`config.mk`:
```
export PLATFORM = sky130hd
export DESIGN_NAME = dmct_ctrl
export DESIGN_NICKNAME = d
export VERILOG_FILES = /design/src/rtl/dmct_pkg.sv /design/src/rtl/dmct_ctrl.sv
export SDC_FILE = /design/constraint.sdc
export NUM_CORES = 1
export LEC_CHECK = 0
export ABC_AREA = 1
export BUFFER_PORTS_ARGS = -buffer_cell sky130_fd_sc_hd__clkbuf_2
export CAP_MARGIN = 20
export CORE_ASPECT_RATIO = 0.75
export CORE_MARGIN = 8
export CORE_UTILIZATION = 27
export CTS_CLUSTER_DIAMETER = 30
export CTS_CLUSTER_SIZE = 30
export DETAILED_ROUTE_END_ITERATION = 10
export HOLD_SLACK_MARGIN = 0.1
export PLACE_DENSITY = 0.52
export SLEW_MARGIN = 20
export SYNTH_ARGS = -nofsm -noshare
export SYNTH_HDL_FRONTEND = slang
export SYNTH_SLANG_ARGS = --single-unit
```
`constraint.sdc`:
```
create_clock -name sys_clk_i -period 3.81 [get_ports sys_clk_i]
set_clock_uncertainty 0.15 [all_clocks]
set_input_delay 0.762 -clock sys_clk_i [delete_from_list [all_inputs] [get_ports sys_clk_i]]
set_output_delay 0.762 -clock sys_clk_i [all_outputs]
set_load 0.02 [all_outputs]
```
`src/rtl/dmct_pkg.sv`:
```
// Constants, types and timing helpers for the DRAM module cycle controller
package dmct_pkg;

    localparam int ADDR_W   = 11;
    localparam int DATA_W   = 32;
    localparam int STROBE_W = 4;

    localparam int CLK_PS      = 5000;
    localparam int SYNC_STAGES = 3;

    localparam int INIT_PAUSE_NS   = 200000;
    localparam int INIT_RAS_CYCLES = 8;
    localparam int REFRESH_MS      = 32;
    localparam int REFRESH_ROWS    = 2048;
    localparam int PAGE_ROW_MAX_NS = 200000;

    // Per speed grade: index 0 fastest, 2 slowest; all in ns
    localparam int T_RC_NS   [3] = '{90, 110, 130};
    localparam int T_RAC_NS  [3] = '{50, 60, 70};
    localparam int T_CAC_NS  [3] = '{13, 15, 20};
    localparam int T_AA_NS   [3] = '{25, 30, 35};
    localparam int T_CPA_NS  [3] = '{30, 35, 40};
    localparam int T_OFF_NS  [3] = '{13, 15, 15};
    localparam int T_RP_NS   [3] = '{30, 40, 50};
    localparam int T_RAS_NS  [3] = '{50, 60, 70};
    localparam int T_CAS_NS  [3] = '{13, 15, 20};
    localparam int T_RCD_NS  [3] = '{17, 20, 20};
    localparam int T_RAD_NS  [3] = '{12, 15, 15};
    localparam int T_RHCP_NS [3] = '{30, 35, 40};
    localparam int T_PC_NS   [3] = '{35, 40, 45};
    localparam int T_CWL_NS  [3] = '{15, 15, 20};
    localparam int T_DH_NS   [3] = '{10, 10, 15};
    localparam int T_CP_NS   = 10;
    localparam int T_CSR_NS  = 5;
    localparam int T_CHR_NS  = 10;
    localparam int T_RPC_NS  = 5;

    typedef enum logic [3:0] {
        DMCT_INIT_WAIT, DMCT_INIT_LOW, DMCT_INIT_HIGH, DMCT_IDLE,
        DMCT_ROW_OPEN, DMCT_COL_SET, DMCT_CAS_LOW, DMCT_PAGE,
        DMCT_RAS_CLOSE, DMCT_PRECH, DMCT_REF_SETUP, DMCT_REF_LOW
    } dmct_state_t;

    typedef struct packed {
        logic                write;
        logic [ADDR_W-1:0]   row;
        logic [ADDR_W-1:0]   col;
        logic [DATA_W-1:0]   wdata;
        logic [STROBE_W-1:0] byte_en;
    } dmct_req_t;

    function automatic int imax(input int a, input int b);
        return (a > b) ? a : b;
    endfunction

    // Least time: round up, never below one cycle
    function automatic int cyc_min(input longint ns);
        longint c;
        c = (ns * 1000 + CLK_PS - 1) / CLK_PS;
        return (c < 1) ? 1 : int'(c);
    endfunction

    // Longest time: round down, never below one cycle
    function automatic int cyc_max(input longint ps);
        longint c;
        c = ps / CLK_PS;
        return (c < 1) ? 1 : int'(c);
    endfunction

endpackage

```
`src/rtl/dmct_ctrl.sv`:
```
// Host controller driving an asynchronous 32-bit multiplexed-address DRAM module
`timescale 1ns/1ps
module dmct_ctrl #(
    parameter int GRADE            = 0,
    parameter int INIT_WAIT_CYC    = dmct_pkg::cyc_min(longint'(dmct_pkg::INIT_PAUSE_NS)),
    parameter int PAGE_MAX_CYC     = dmct_pkg::cyc_max(longint'(dmct_pkg::PAGE_ROW_MAX_NS) * 1000),
    parameter int REF_INTERVAL_CYC = dmct_pkg::cyc_max(longint'(dmct_pkg::REFRESH_MS) * 64'd1000000000
                                                       / dmct_pkg::REFRESH_ROWS)
) (
    // Clock and reset
    input  wire logic                               sys_clk_i,
    input  wire logic                               rst_i,
    // User request port
    input  wire logic                               req_valid_i,
    input  wire dmct_pkg::dmct_req_t                req_i,
    output logic                                    req_ready_o,
    output logic                                    rd_valid_o,
    output logic [dmct_pkg::DATA_W-1:0]             rd_data_o,
    output logic                                    init_done_o,
    // Memory module pins
    output logic                                    ras_n_o,
    output logic [dmct_pkg::STROBE_W-1:0]           cas_n_o,
    output logic                                    we_n_o,
    output logic [dmct_pkg::ADDR_W-1:0]             multiplexed_address_o,
    input  wire logic [dmct_pkg::DATA_W-1:0]        data_lines_i,
    output logic [dmct_pkg::DATA_W-1:0]             data_lines_o,
    output logic                                    data_lines_oe_o
);

    localparam int G = GRADE;

    localparam logic [15:0] L_RC   = 16'(dmct_pkg::cyc_min(dmct_pkg::T_RC_NS[G]));
    localparam logic [15:0] L_RAS  = 16'(dmct_pkg::cyc_min(dmct_pkg::T_RAS_NS[G]));
    localparam logic [15:0] L_RP   = 16'(dmct_pkg::imax(dmct_pkg::cyc_min(dmct_pkg::T_RP_NS[G]),
                                                        dmct_pkg::cyc_min(dmct_pkg::T_RPC_NS)));
    localparam int          I_RAD  = dmct_pkg::cyc_min(dmct_pkg::T_RAD_NS[G]);
    localparam logic [15:0] L_RAD  = 16'(I_RAD);
    localparam logic [15:0] L_COLW = 16'(dmct_pkg::imax(1, dmct_pkg::cyc_min(dmct_pkg::T_RCD_NS[G]) - I_RAD));
    // Read length covers the slowest of the access paths plus the pin synchroniser
    localparam int          I_ACC  = dmct_pkg::imax(
                                         dmct_pkg::imax(dmct_pkg::cyc_min(dmct_pkg::T_CAC_NS[G]),
                                                        dmct_pkg::cyc_min(dmct_pkg::T_AA_NS[G])),
                                         dmct_pkg::imax(dmct_pkg::cyc_min(dmct_pkg::T_RAC_NS[G]),
                                                        dmct_pkg::cyc_min(dmct_pkg::T_CPA_NS[G])));
    localparam logic [15:0] L_RD   = 16'(I_ACC + dmct_pkg::SYNC_STAGES);
    localparam logic [15:0] L_WR   = 16'(dmct_pkg::imax(
                                         dmct_pkg::imax(dmct_pkg::cyc_min(dmct_pkg::T_CAS_NS[G]),
                                                        dmct_pkg::cyc_min(dmct_pkg::T_CWL_NS[G])),
                                         dmct_pkg::cyc_min(dmct_pkg::T_DH_NS[G])));
    localparam logic [15:0] L_CASHI = 16'(dmct_pkg::imax(
                                         dmct_pkg::imax(dmct_pkg::cyc_min(dmct_pkg::T_CP_NS),
                                                        dmct_pkg::cyc_min(dmct_pkg::T_OFF_NS[G])),
                                         dmct_pkg::cyc_min(dmct_pkg::T_PC_NS[G])));
    localparam logic [15:0] L_RHCP = 16'(dmct_pkg::cyc_min(dmct_pkg::T_RHCP_NS[G]));
    localparam logic [15:0] L_CSR  = 16'(dmct_pkg::cyc_min(dmct_pkg::T_CSR_NS));
    localparam logic [15:0] L_CHR  = 16'(dmct_pkg::cyc_min(dmct_pkg::T_CHR_NS));
    localparam logic [15:0] L_INIT = 16'(INIT_WAIT_CYC);
    localparam logic [15:0] L_INIT_HI = 16'(dmct_pkg::imax(dmct_pkg::cyc_min(dmct_pkg::T_RP_NS[G]),
                                         dmct_pkg::cyc_min(dmct_pkg::T_RC_NS[G])
                                         - dmct_pkg::cyc_min(dmct_pkg::T_RAS_NS[G])));
    // Worst-case length of one more page cycle, kept clear of the row pulse limit
    localparam logic [15:0] L_PAGE_LIM = 16'(PAGE_MAX_CYC - int'(L_RD) - int'(L_CASHI) - int'(L_RHCP) - 6);
    localparam logic [15:0] L_REF_INT  = 16'(REF_INTERVAL_CYC - 1);
    localparam logic [3:0]  L_INIT_N   = 4'(dmct_pkg::INIT_RAS_CYCLES - 1);
    localparam logic [15:0] L_ONE      = 16'h0001;

    dmct_pkg::dmct_state_t state_reg, state_next;
    logic [15:0]                    cnt_reg, cnt_next;
    logic [15:0]                    ras_time_reg;
    logic [15:0]                    hi_cnt_reg;
    logic [15:0]                    ref_timer_reg;
    logic                           ref_pend_reg;
    logic [3:0]                     init_cnt_reg;
    logic                           pend_reg, pend_next;
    dmct_pkg::dmct_req_t            req_reg;
    logic [dmct_pkg::ADDR_W-1:0]    open_row_reg;
    logic                           ext_reg;
    logic [dmct_pkg::DATA_W-1:0]    dq_s1_reg, dq_s2_reg, dq_s3_reg;
    logic                           ras_n_next;
    logic [dmct_pkg::STROBE_W-1:0]  cas_n_next;
    logic                           we_n_next;
    logic [dmct_pkg::ADDR_W-1:0]    addr_next;
    logic                           accept;
    logic                           done;
    logic                           agree;
    logic                           wr_phase;

    assign accept = req_valid_i && req_ready_o;
    assign done   = (cnt_reg == 16'h0000);
    assign agree  = (dq_s2_reg == dq_s3_reg);

    // Next state and countdown
    always_comb begin
        state_next = state_reg;
        cnt_next   = done ? 16'h0000 : cnt_reg - L_ONE;
        unique case (state_reg)
            dmct_pkg::DMCT_INIT_WAIT: begin
                if (done) begin
                    state_next = dmct_pkg::DMCT_INIT_LOW;
                    cnt_next   = L_RAS - L_ONE;
                end
            end
            dmct_pkg::DMCT_INIT_LOW: begin
                if (done) begin
                    state_next = dmct_pkg::DMCT_INIT_HIGH;
                    cnt_next   = L_INIT_HI - L_ONE;
                end
            end
            dmct_pkg::DMCT_INIT_HIGH: begin
                if (done) begin
                    if (init_cnt_reg == L_INIT_N) begin
                        state_next = dmct_pkg::DMCT_IDLE;
                    end else begin
                        state_next = dmct_pkg::DMCT_INIT_LOW;
                        cnt_next   = L_RAS - L_ONE;
                    end
                end
            end
            dmct_pkg::DMCT_IDLE: begin
                // Refresh ahead of user traffic so the row deadline is never missed
                if (ref_pend_reg) begin
                    // Entered only after a full precharge, so column strobe high time is never short
                    state_next = dmct_pkg::DMCT_REF_SETUP;
                    cnt_next   = L_CSR - L_ONE;
                end else if (pend_reg) begin
                    state_next = dmct_pkg::DMCT_ROW_OPEN;
                    cnt_next   = L_RAD - L_ONE;
                end
            end
            dmct_pkg::DMCT_ROW_OPEN: begin
                if (done) begin
                    state_next = dmct_pkg::DMCT_COL_SET;
                    cnt_next   = L_COLW - L_ONE;
                end
            end
            dmct_pkg::DMCT_COL_SET: begin
                if (done) begin
                    state_next = dmct_pkg::DMCT_CAS_LOW;
                    cnt_next   = (req_reg.write ? L_WR : L_RD) - L_ONE;
                end
            end
            dmct_pkg::DMCT_CAS_LOW: begin
                if (done && (req_reg.write || agree || ext_reg)) begin
                    state_next = dmct_pkg::DMCT_PAGE;
                    cnt_next   = L_CASHI - L_ONE;
                end
            end
            dmct_pkg::DMCT_PAGE: begin
                if (done) begin
                    if (pend_reg && req_reg.row == open_row_reg && ras_time_reg < L_PAGE_LIM) begin
                        state_next = dmct_pkg::DMCT_COL_SET;
                        cnt_next   = 16'h0000;
                    end else if (pend_reg || ref_pend_reg || ras_time_reg >= L_PAGE_LIM) begin
                        state_next = dmct_pkg::DMCT_RAS_CLOSE;
                    end
                end
            end
            dmct_pkg::DMCT_RAS_CLOSE: begin
                if (hi_cnt_reg >= L_RHCP && ras_time_reg >= L_RAS) begin
                    state_next = dmct_pkg::DMCT_PRECH;
                    cnt_next   = L_RP - L_ONE;
                end
            end
            dmct_pkg::DMCT_PRECH: begin
                if (done && ras_time_reg >= L_RC) begin
                    state_next = dmct_pkg::DMCT_IDLE;
                end
            end
            dmct_pkg::DMCT_REF_SETUP: begin
                if (done) begin
                    state_next = dmct_pkg::DMCT_REF_LOW;
                end
            end
            dmct_pkg::DMCT_REF_LOW: begin
                if (ras_time_reg >= L_RAS) begin
                    state_next = dmct_pkg::DMCT_PRECH;
                    cnt_next   = L_RP - L_ONE;
                end
            end
            default: begin
                state_next = dmct_pkg::DMCT_IDLE;
            end
        endcase
    end

    // Pending request slot and ready
    always_comb begin
        pend_next = pend_reg;
        if (state_reg == dmct_pkg::DMCT_CAS_LOW && state_next == dmct_pkg::DMCT_PAGE) begin
            pend_next = 1'b0;
        end
        if (accept) begin
            pend_next = 1'b1;
        end
    end

    // Pin values for the coming cycle
    always_comb begin
        wr_phase   = pend_reg && req_reg.write &&
                     (state_next == dmct_pkg::DMCT_COL_SET || state_next == dmct_pkg::DMCT_CAS_LOW);
        ras_n_next = !(state_next inside {dmct_pkg::DMCT_INIT_LOW, dmct_pkg::DMCT_ROW_OPEN,
                       dmct_pkg::DMCT_COL_SET, dmct_pkg::DMCT_CAS_LOW, dmct_pkg::DMCT_PAGE,
                       dmct_pkg::DMCT_RAS_CLOSE, dmct_pkg::DMCT_REF_LOW});
        cas_n_next = '1;
        if (state_next == dmct_pkg::DMCT_CAS_LOW) begin
            cas_n_next = req_reg.write ? ~req_reg.byte_en : '0;
        end else if (state_next == dmct_pkg::DMCT_REF_SETUP) begin
            cas_n_next = '0;
        end else if (state_next == dmct_pkg::DMCT_REF_LOW) begin
            // Column strobe released only once its hold after the row fall is met
            if (state_reg == dmct_pkg::DMCT_REF_SETUP || ras_time_reg < L_CHR) begin
                cas_n_next = '0;
            end
        end
        // Write select stays high outside write phases, so refresh never enters test mode
        we_n_next = !wr_phase;
        addr_next = multiplexed_address_o;
        if (state_next == dmct_pkg::DMCT_IDLE && pend_next) begin
            addr_next = accept ? req_i.row : req_reg.row;
        end else if (state_next == dmct_pkg::DMCT_COL_SET) begin
            addr_next = req_reg.col;
        end
    end

    always_ff @(posedge sys_clk_i) begin
        if (rst_i) begin
            state_reg <= dmct_pkg::DMCT_INIT_WAIT;
            cnt_reg   <= L_INIT - L_ONE;
        end else begin
            state_reg <= state_next;
            cnt_reg   <= cnt_next;
        end
    end

    always_ff @(posedge sys_clk_i) begin
        if (rst_i) begin
            init_cnt_reg <= 4'h0;
            init_done_o  <= 1'b0;
        end else begin
            if (state_reg == dmct_pkg::DMCT_INIT_HIGH && state_next == dmct_pkg::DMCT_INIT_LOW) begin
                init_cnt_reg <= init_cnt_reg + 4'h1;
            end
            if (state_next == dmct_pkg::DMCT_IDLE) begin
                init_done_o <= 1'b1;
            end
        end
    end

    // Row strobe age: governs pulse width, cycle spacing and page limit
    always_ff @(posedge sys_clk_i) begin
        if (rst_i) begin
            ras_time_reg <= 16'h0000;
        end else if (ras_n_o && !ras_n_next) begin
            ras_time_reg <= 16'h0000;
        end else if (ras_time_reg != 16'hFFFF) begin
            ras_time_reg <= ras_time_reg + L_ONE;
        end
    end

    always_ff @(posedge sys_clk_i) begin
        if (rst_i) begin
            hi_cnt_reg <= 16'h0000;
        end else if (state_reg == dmct_pkg::DMCT_CAS_LOW) begin
            hi_cnt_reg <= 16'h0000;
        end else if (hi_cnt_reg != 16'hFFFF) begin
            hi_cnt_reg <= hi_cnt_reg + L_ONE;
        end
    end

    // Distributed refresh: one row per interval, a request survives its own clear
    always_ff @(posedge sys_clk_i) begin
        if (rst_i) begin
            ref_timer_reg <= L_REF_INT;
            ref_pend_reg  <= 1'b0;
        end else begin
            ref_timer_reg <= (ref_timer_reg == 16'h0000) ? L_REF_INT : ref_timer_reg - L_ONE;
            if (ref_timer_reg == 16'h0000) begin
                ref_pend_reg <= 1'b1;
            end else if (state_next == dmct_pkg::DMCT_REF_SETUP) begin
                ref_pend_reg <= 1'b0;
            end
        end
    end

    always_ff @(posedge sys_clk_i) begin
        if (rst_i) begin
            pend_reg     <= 1'b0;
            req_reg      <= '0;
            open_row_reg <= '0;
            req_ready_o  <= 1'b0;
        end else begin
            pend_reg <= pend_next;
            if (accept) begin
                req_reg <= req_i;
            end
            if (state_next == dmct_pkg::DMCT_ROW_OPEN) begin
                open_row_reg <= req_reg.row;
            end
            req_ready_o <= !pend_next &&
                           (state_next == dmct_pkg::DMCT_IDLE || state_next == dmct_pkg::DMCT_PAGE);
        end
    end

    always_ff @(posedge sys_clk_i) begin
        if (rst_i) begin
            ras_n_o               <= 1'b1;
            cas_n_o               <= '1;
            we_n_o                <= 1'b1;
            multiplexed_address_o <= '0;
            data_lines_o          <= '0;
            data_lines_oe_o       <= 1'b0;
        end else begin
            ras_n_o               <= ras_n_next;
            cas_n_o               <= cas_n_next;
            we_n_o                <= we_n_next;
            multiplexed_address_o <= addr_next;
            data_lines_o          <= req_reg.wdata;
            data_lines_oe_o       <= wr_phase;
        end
    end

    // Data line synchroniser: only the second and third stages are compared
    always_ff @(posedge sys_clk_i) begin
        if (rst_i) begin
            dq_s1_reg <= '0;
            dq_s2_reg <= '0;
            dq_s3_reg <= '0;
        end else begin
            dq_s1_reg <= data_lines_i;
            dq_s2_reg <= dq_s1_reg;
            dq_s3_reg <= dq_s2_reg;
        end
    end

    // Read capture at the end of the access window; one extra cycle if still settling
    always_ff @(posedge sys_clk_i) begin
        if (rst_i) begin
            ext_reg    <= 1'b0;
            rd_valid_o <= 1'b0;
            rd_data_o  <= '0;
        end else begin
            rd_valid_o <= 1'b0;
            ext_reg    <= state_reg == dmct_pkg::DMCT_CAS_LOW && done && !req_reg.write && !agree;
            if (state_reg == dmct_pkg::DMCT_CAS_LOW && state_next == dmct_pkg::DMCT_PAGE && !req_reg.write) begin
                rd_valid_o <= 1'b1;
                rd_data_o  <= dq_s3_reg;
            end
        end
    end

endmodule // dmct_ctrl

```
==> impl_metrics.toml <==
[status]
outcome = "completed"

[routing]
routed_wire_length_per_instance_um = 12.63
drc = 0
drt_first_iter_violations = 632
vias_per_cell = 4.187
vias = 10680
first_pass_iters = 7
antenna_left = 0
wl_um = 32210

[global_routing]
gr-usage-all-layers_pct = 11.71
grt_pass1_wl_um = 52900
grt_pass1_vias = 10530
antenna_found_initial = 1
grt_max_degree = 77
grt.overflow.total = 0

[sta]
report.final.slew_viol_count = 0
setup_tns_ps = 0
hold_viol_final = 0
slew_headroom_pct = 46.24
fin_crit_ps = 2944
tightest_slew_ps = 806.4
clock.fmax_mhz = 339.6
finalCritPeriodShare_pct = 77.28
finalSetupViolations = 0
rsz0062_at_grt = "no"

[floorplan]
core_area_um2 = 46970
ios = 179
die-area_um2 = 54510
initial_core_util_pct = 27.15
die_x_um = 266.9
num_rows = 69
die_h_um = 204.2

[critical_path]
r2r-start = "cnt_reg[0]"
reg2reg_slack_ps = 870
endpoint_kind = "flip-flop"
cp_top_family = "simple AND/OR/NAND/NOR gates"
cp.buffers_inverters = 4
crit_fanout = 36
required_ps = 4150
startpoint_type = "flip-flop"
r2r_cells = 18
cp_slowest_cell = "inv_2"
worstPathCellList = "inv_1 > ha_1 > nand2_1 > nor2_1 > nand2_2 > nor2_8 > inv_4 > nor2_4 > nand2_2 > o21ai_2 > nor2_2 > nand2_4 > nand4_2 > inv_1 > nand2_2 > inv_2 > o21ai_0 > a21oi_1"
worstPathArrival_ps = 3280
critPathKind = "reg2reg"
reg2reg_to = "rd_data_o[31]"
cpMostUsedCell = "nand2_2"
cpPeakStageDelay_ps = 510

[cts]
postCtsSetupRepairBufs = 0
clk_pin_slew_worst_paths_ps = 50
cts_buffer_depth = 3
ctsResizeCount = 0
cts_tree = "yes"
root_buffer = "clkbuf_16"
cts.sinks = 326
numCtsBuffers = 76
htree_levels = 3
cts_hold_buf = 0
clkLatencyLatePin_ps = 570

[flow_run]
maxCapViolations = 0

[finish]
insertedDiodeCount = 0
final_common_cell = "nor2_1"
layout_common_cells = "328 x nor2_1, 326 x dfxtp_1, 243 x inv_1"
largest_reg_flops = 59
nFillCells = 4873
finalInstanceArea_um2 = 16970
fin_cells = 2551
nets = 1952
area_growth_pct = 33.12
drive_gt1_share_pct = 20.40

[synth]
synthSimpleGateAreaFrac_pct = 22.77
yosys_warnings = 0
syn_avg_cell_area_um2 = 7.742
synth_top_area_share_pct = 51.18
synthAdderAreaFrac_pct = 0.7850
ys_async_sr_fraction_pct = 0
synth_cell_type_count = 51
synthCells = 1647
synth_xor_area_share_pct = 4.465
synthTopCellsByArea = "dfxtp_1 51%, nor2_1 9.7%, inv_1 7.2%"
synth_enable_flop_cells = 0
synth_compound_area_share_pct = 10.54
seq_area_frac_synth_pct = 51.18
syn_area_um2 = 12750
synth.area.mux_share_pct = 0.2355
ys_seq_elements = 326
ys.flop_type = "dfxtp_1"
synth_top_area_cell = "dfxtp_1"
synth_top_family_by_area = "simple AND/OR/NAND/NOR gates"
synth.net_count = 1749

[placed_design]
hpwlAfterDp_um = 22120
dp.cells = 2411
dpl_cell_area_um2 = 14210
place_congestion = 0.8231
port_buffers = 178

[power]
total_power_mw = 10.60
leakage_nw = 7.430
irDropWorstVdd_uv = 263.1
power_density_nw_per_um2 = 624.5

[min_path]
holdPathEnd = "dq_s1_reg[17]"
min_path_cells = 3
holdCritPathClass = "in2reg"
hold_path.startpoint = "data_lines_i[17]"
## how the worst max path moves through the flow
| stage | from | to | slack [ps] | cells past startpoint |
|---|---|---|---|---|
| after floorplan | cnt_reg[0] | ras_time_reg[8] | 1400 | 20 |
| after global placement | cnt_reg[0] | rd_data_o[31] | 870 | 18 |
| after detailed placement | cnt_reg[0] | rd_data_o[31] | 840 | 18 |
| after CTS | cnt_reg[0] | rd_data_o[9] | 820 | 18 |
| after global routing | ref_timer_reg[0] | ref_timer_reg[2] | 490 | 17 |
| final | cnt_reg[0] | rd_data_o[31] | 870 | 18 |
## cell type report
class	instances	area (µm²)	share of cell area, %
sequential	326	6526	38.45
multi-input combinational	1002	4955	29.19
clock buffer	97	2173	12.80
inverter	259	975.9	5.750
timing repair buffer	185	949.7	5.595
tap	639	799.5	4.710
clock inverter	43	594.3	3.501
## synth_stat cells (2+ instances only)
library cell and number:
nand3_1 60, clkinv_1 3, buf_4 8, nor2_1 328, mux2i_1 3, nand2_2 13
o21ai_0 140, nor4_1 8, nor2_4 4, nand4_1 12, buf_6 4, a21oi_2 2
ha_1 8, o22ai_1 2, buf_2 4, clkbuf_1 42, or2_1 2, dfxtp_1 326
nor3_2 2, nand2_1 184, inv_1 243, xnor2_1 40, xor2_1 25, nor3_1 19
nand4_2 2, inv_2 12, a21oi_1 97, nand2_4 5, o211ai_1 5, nor2_2 17
or3_1 3, o21ai_1 2, or2_2 4
## routing by layer
metal	part of all wire (%)	global-route usage, %
met2	43	17.70
met3	5.7	3.414
met4	2.7	5.142
met5	0.040	0
met1	48	15.40
## kinds of logic (layout without fill, tap and decap cells)
kind of cell / after synthesis / after routing
fa+ha+maj: 8 / 8
compound gates: 257 / 257
xor+xnor: 65 / 65
buf+inv: 319 / 584
simple gates: 669 / 669
flops: 326 / 326
mux: 3 / 3
## tightest hold or removal path: stages
cell and delay [ps]:
clkbuf_2 80, inv_1 40, nor2_1 30
## per-stage QoR
step,setup WS [ps],hold WS [ps],util [%]
4_1_cts,815.7,199.6,36.14
6_report,865.6,232.0,36.14
5_1_grt,493.4,214.7,36.14
3_3_place_gp,867.4,240.0,30.25
2_1_floorplan,1403,238.3,-
3_5_place_dp,840.5,241.6,30.25
## power breakdown
group / switching (mW) / internal [mW]
Sequential: 0.0288 / 3.48
Combinational: 0.153 / 0.104
Clock: 2.00 / 4.83
Total: 2.18 / 8.42
Power figures use the tool's default switching activity.
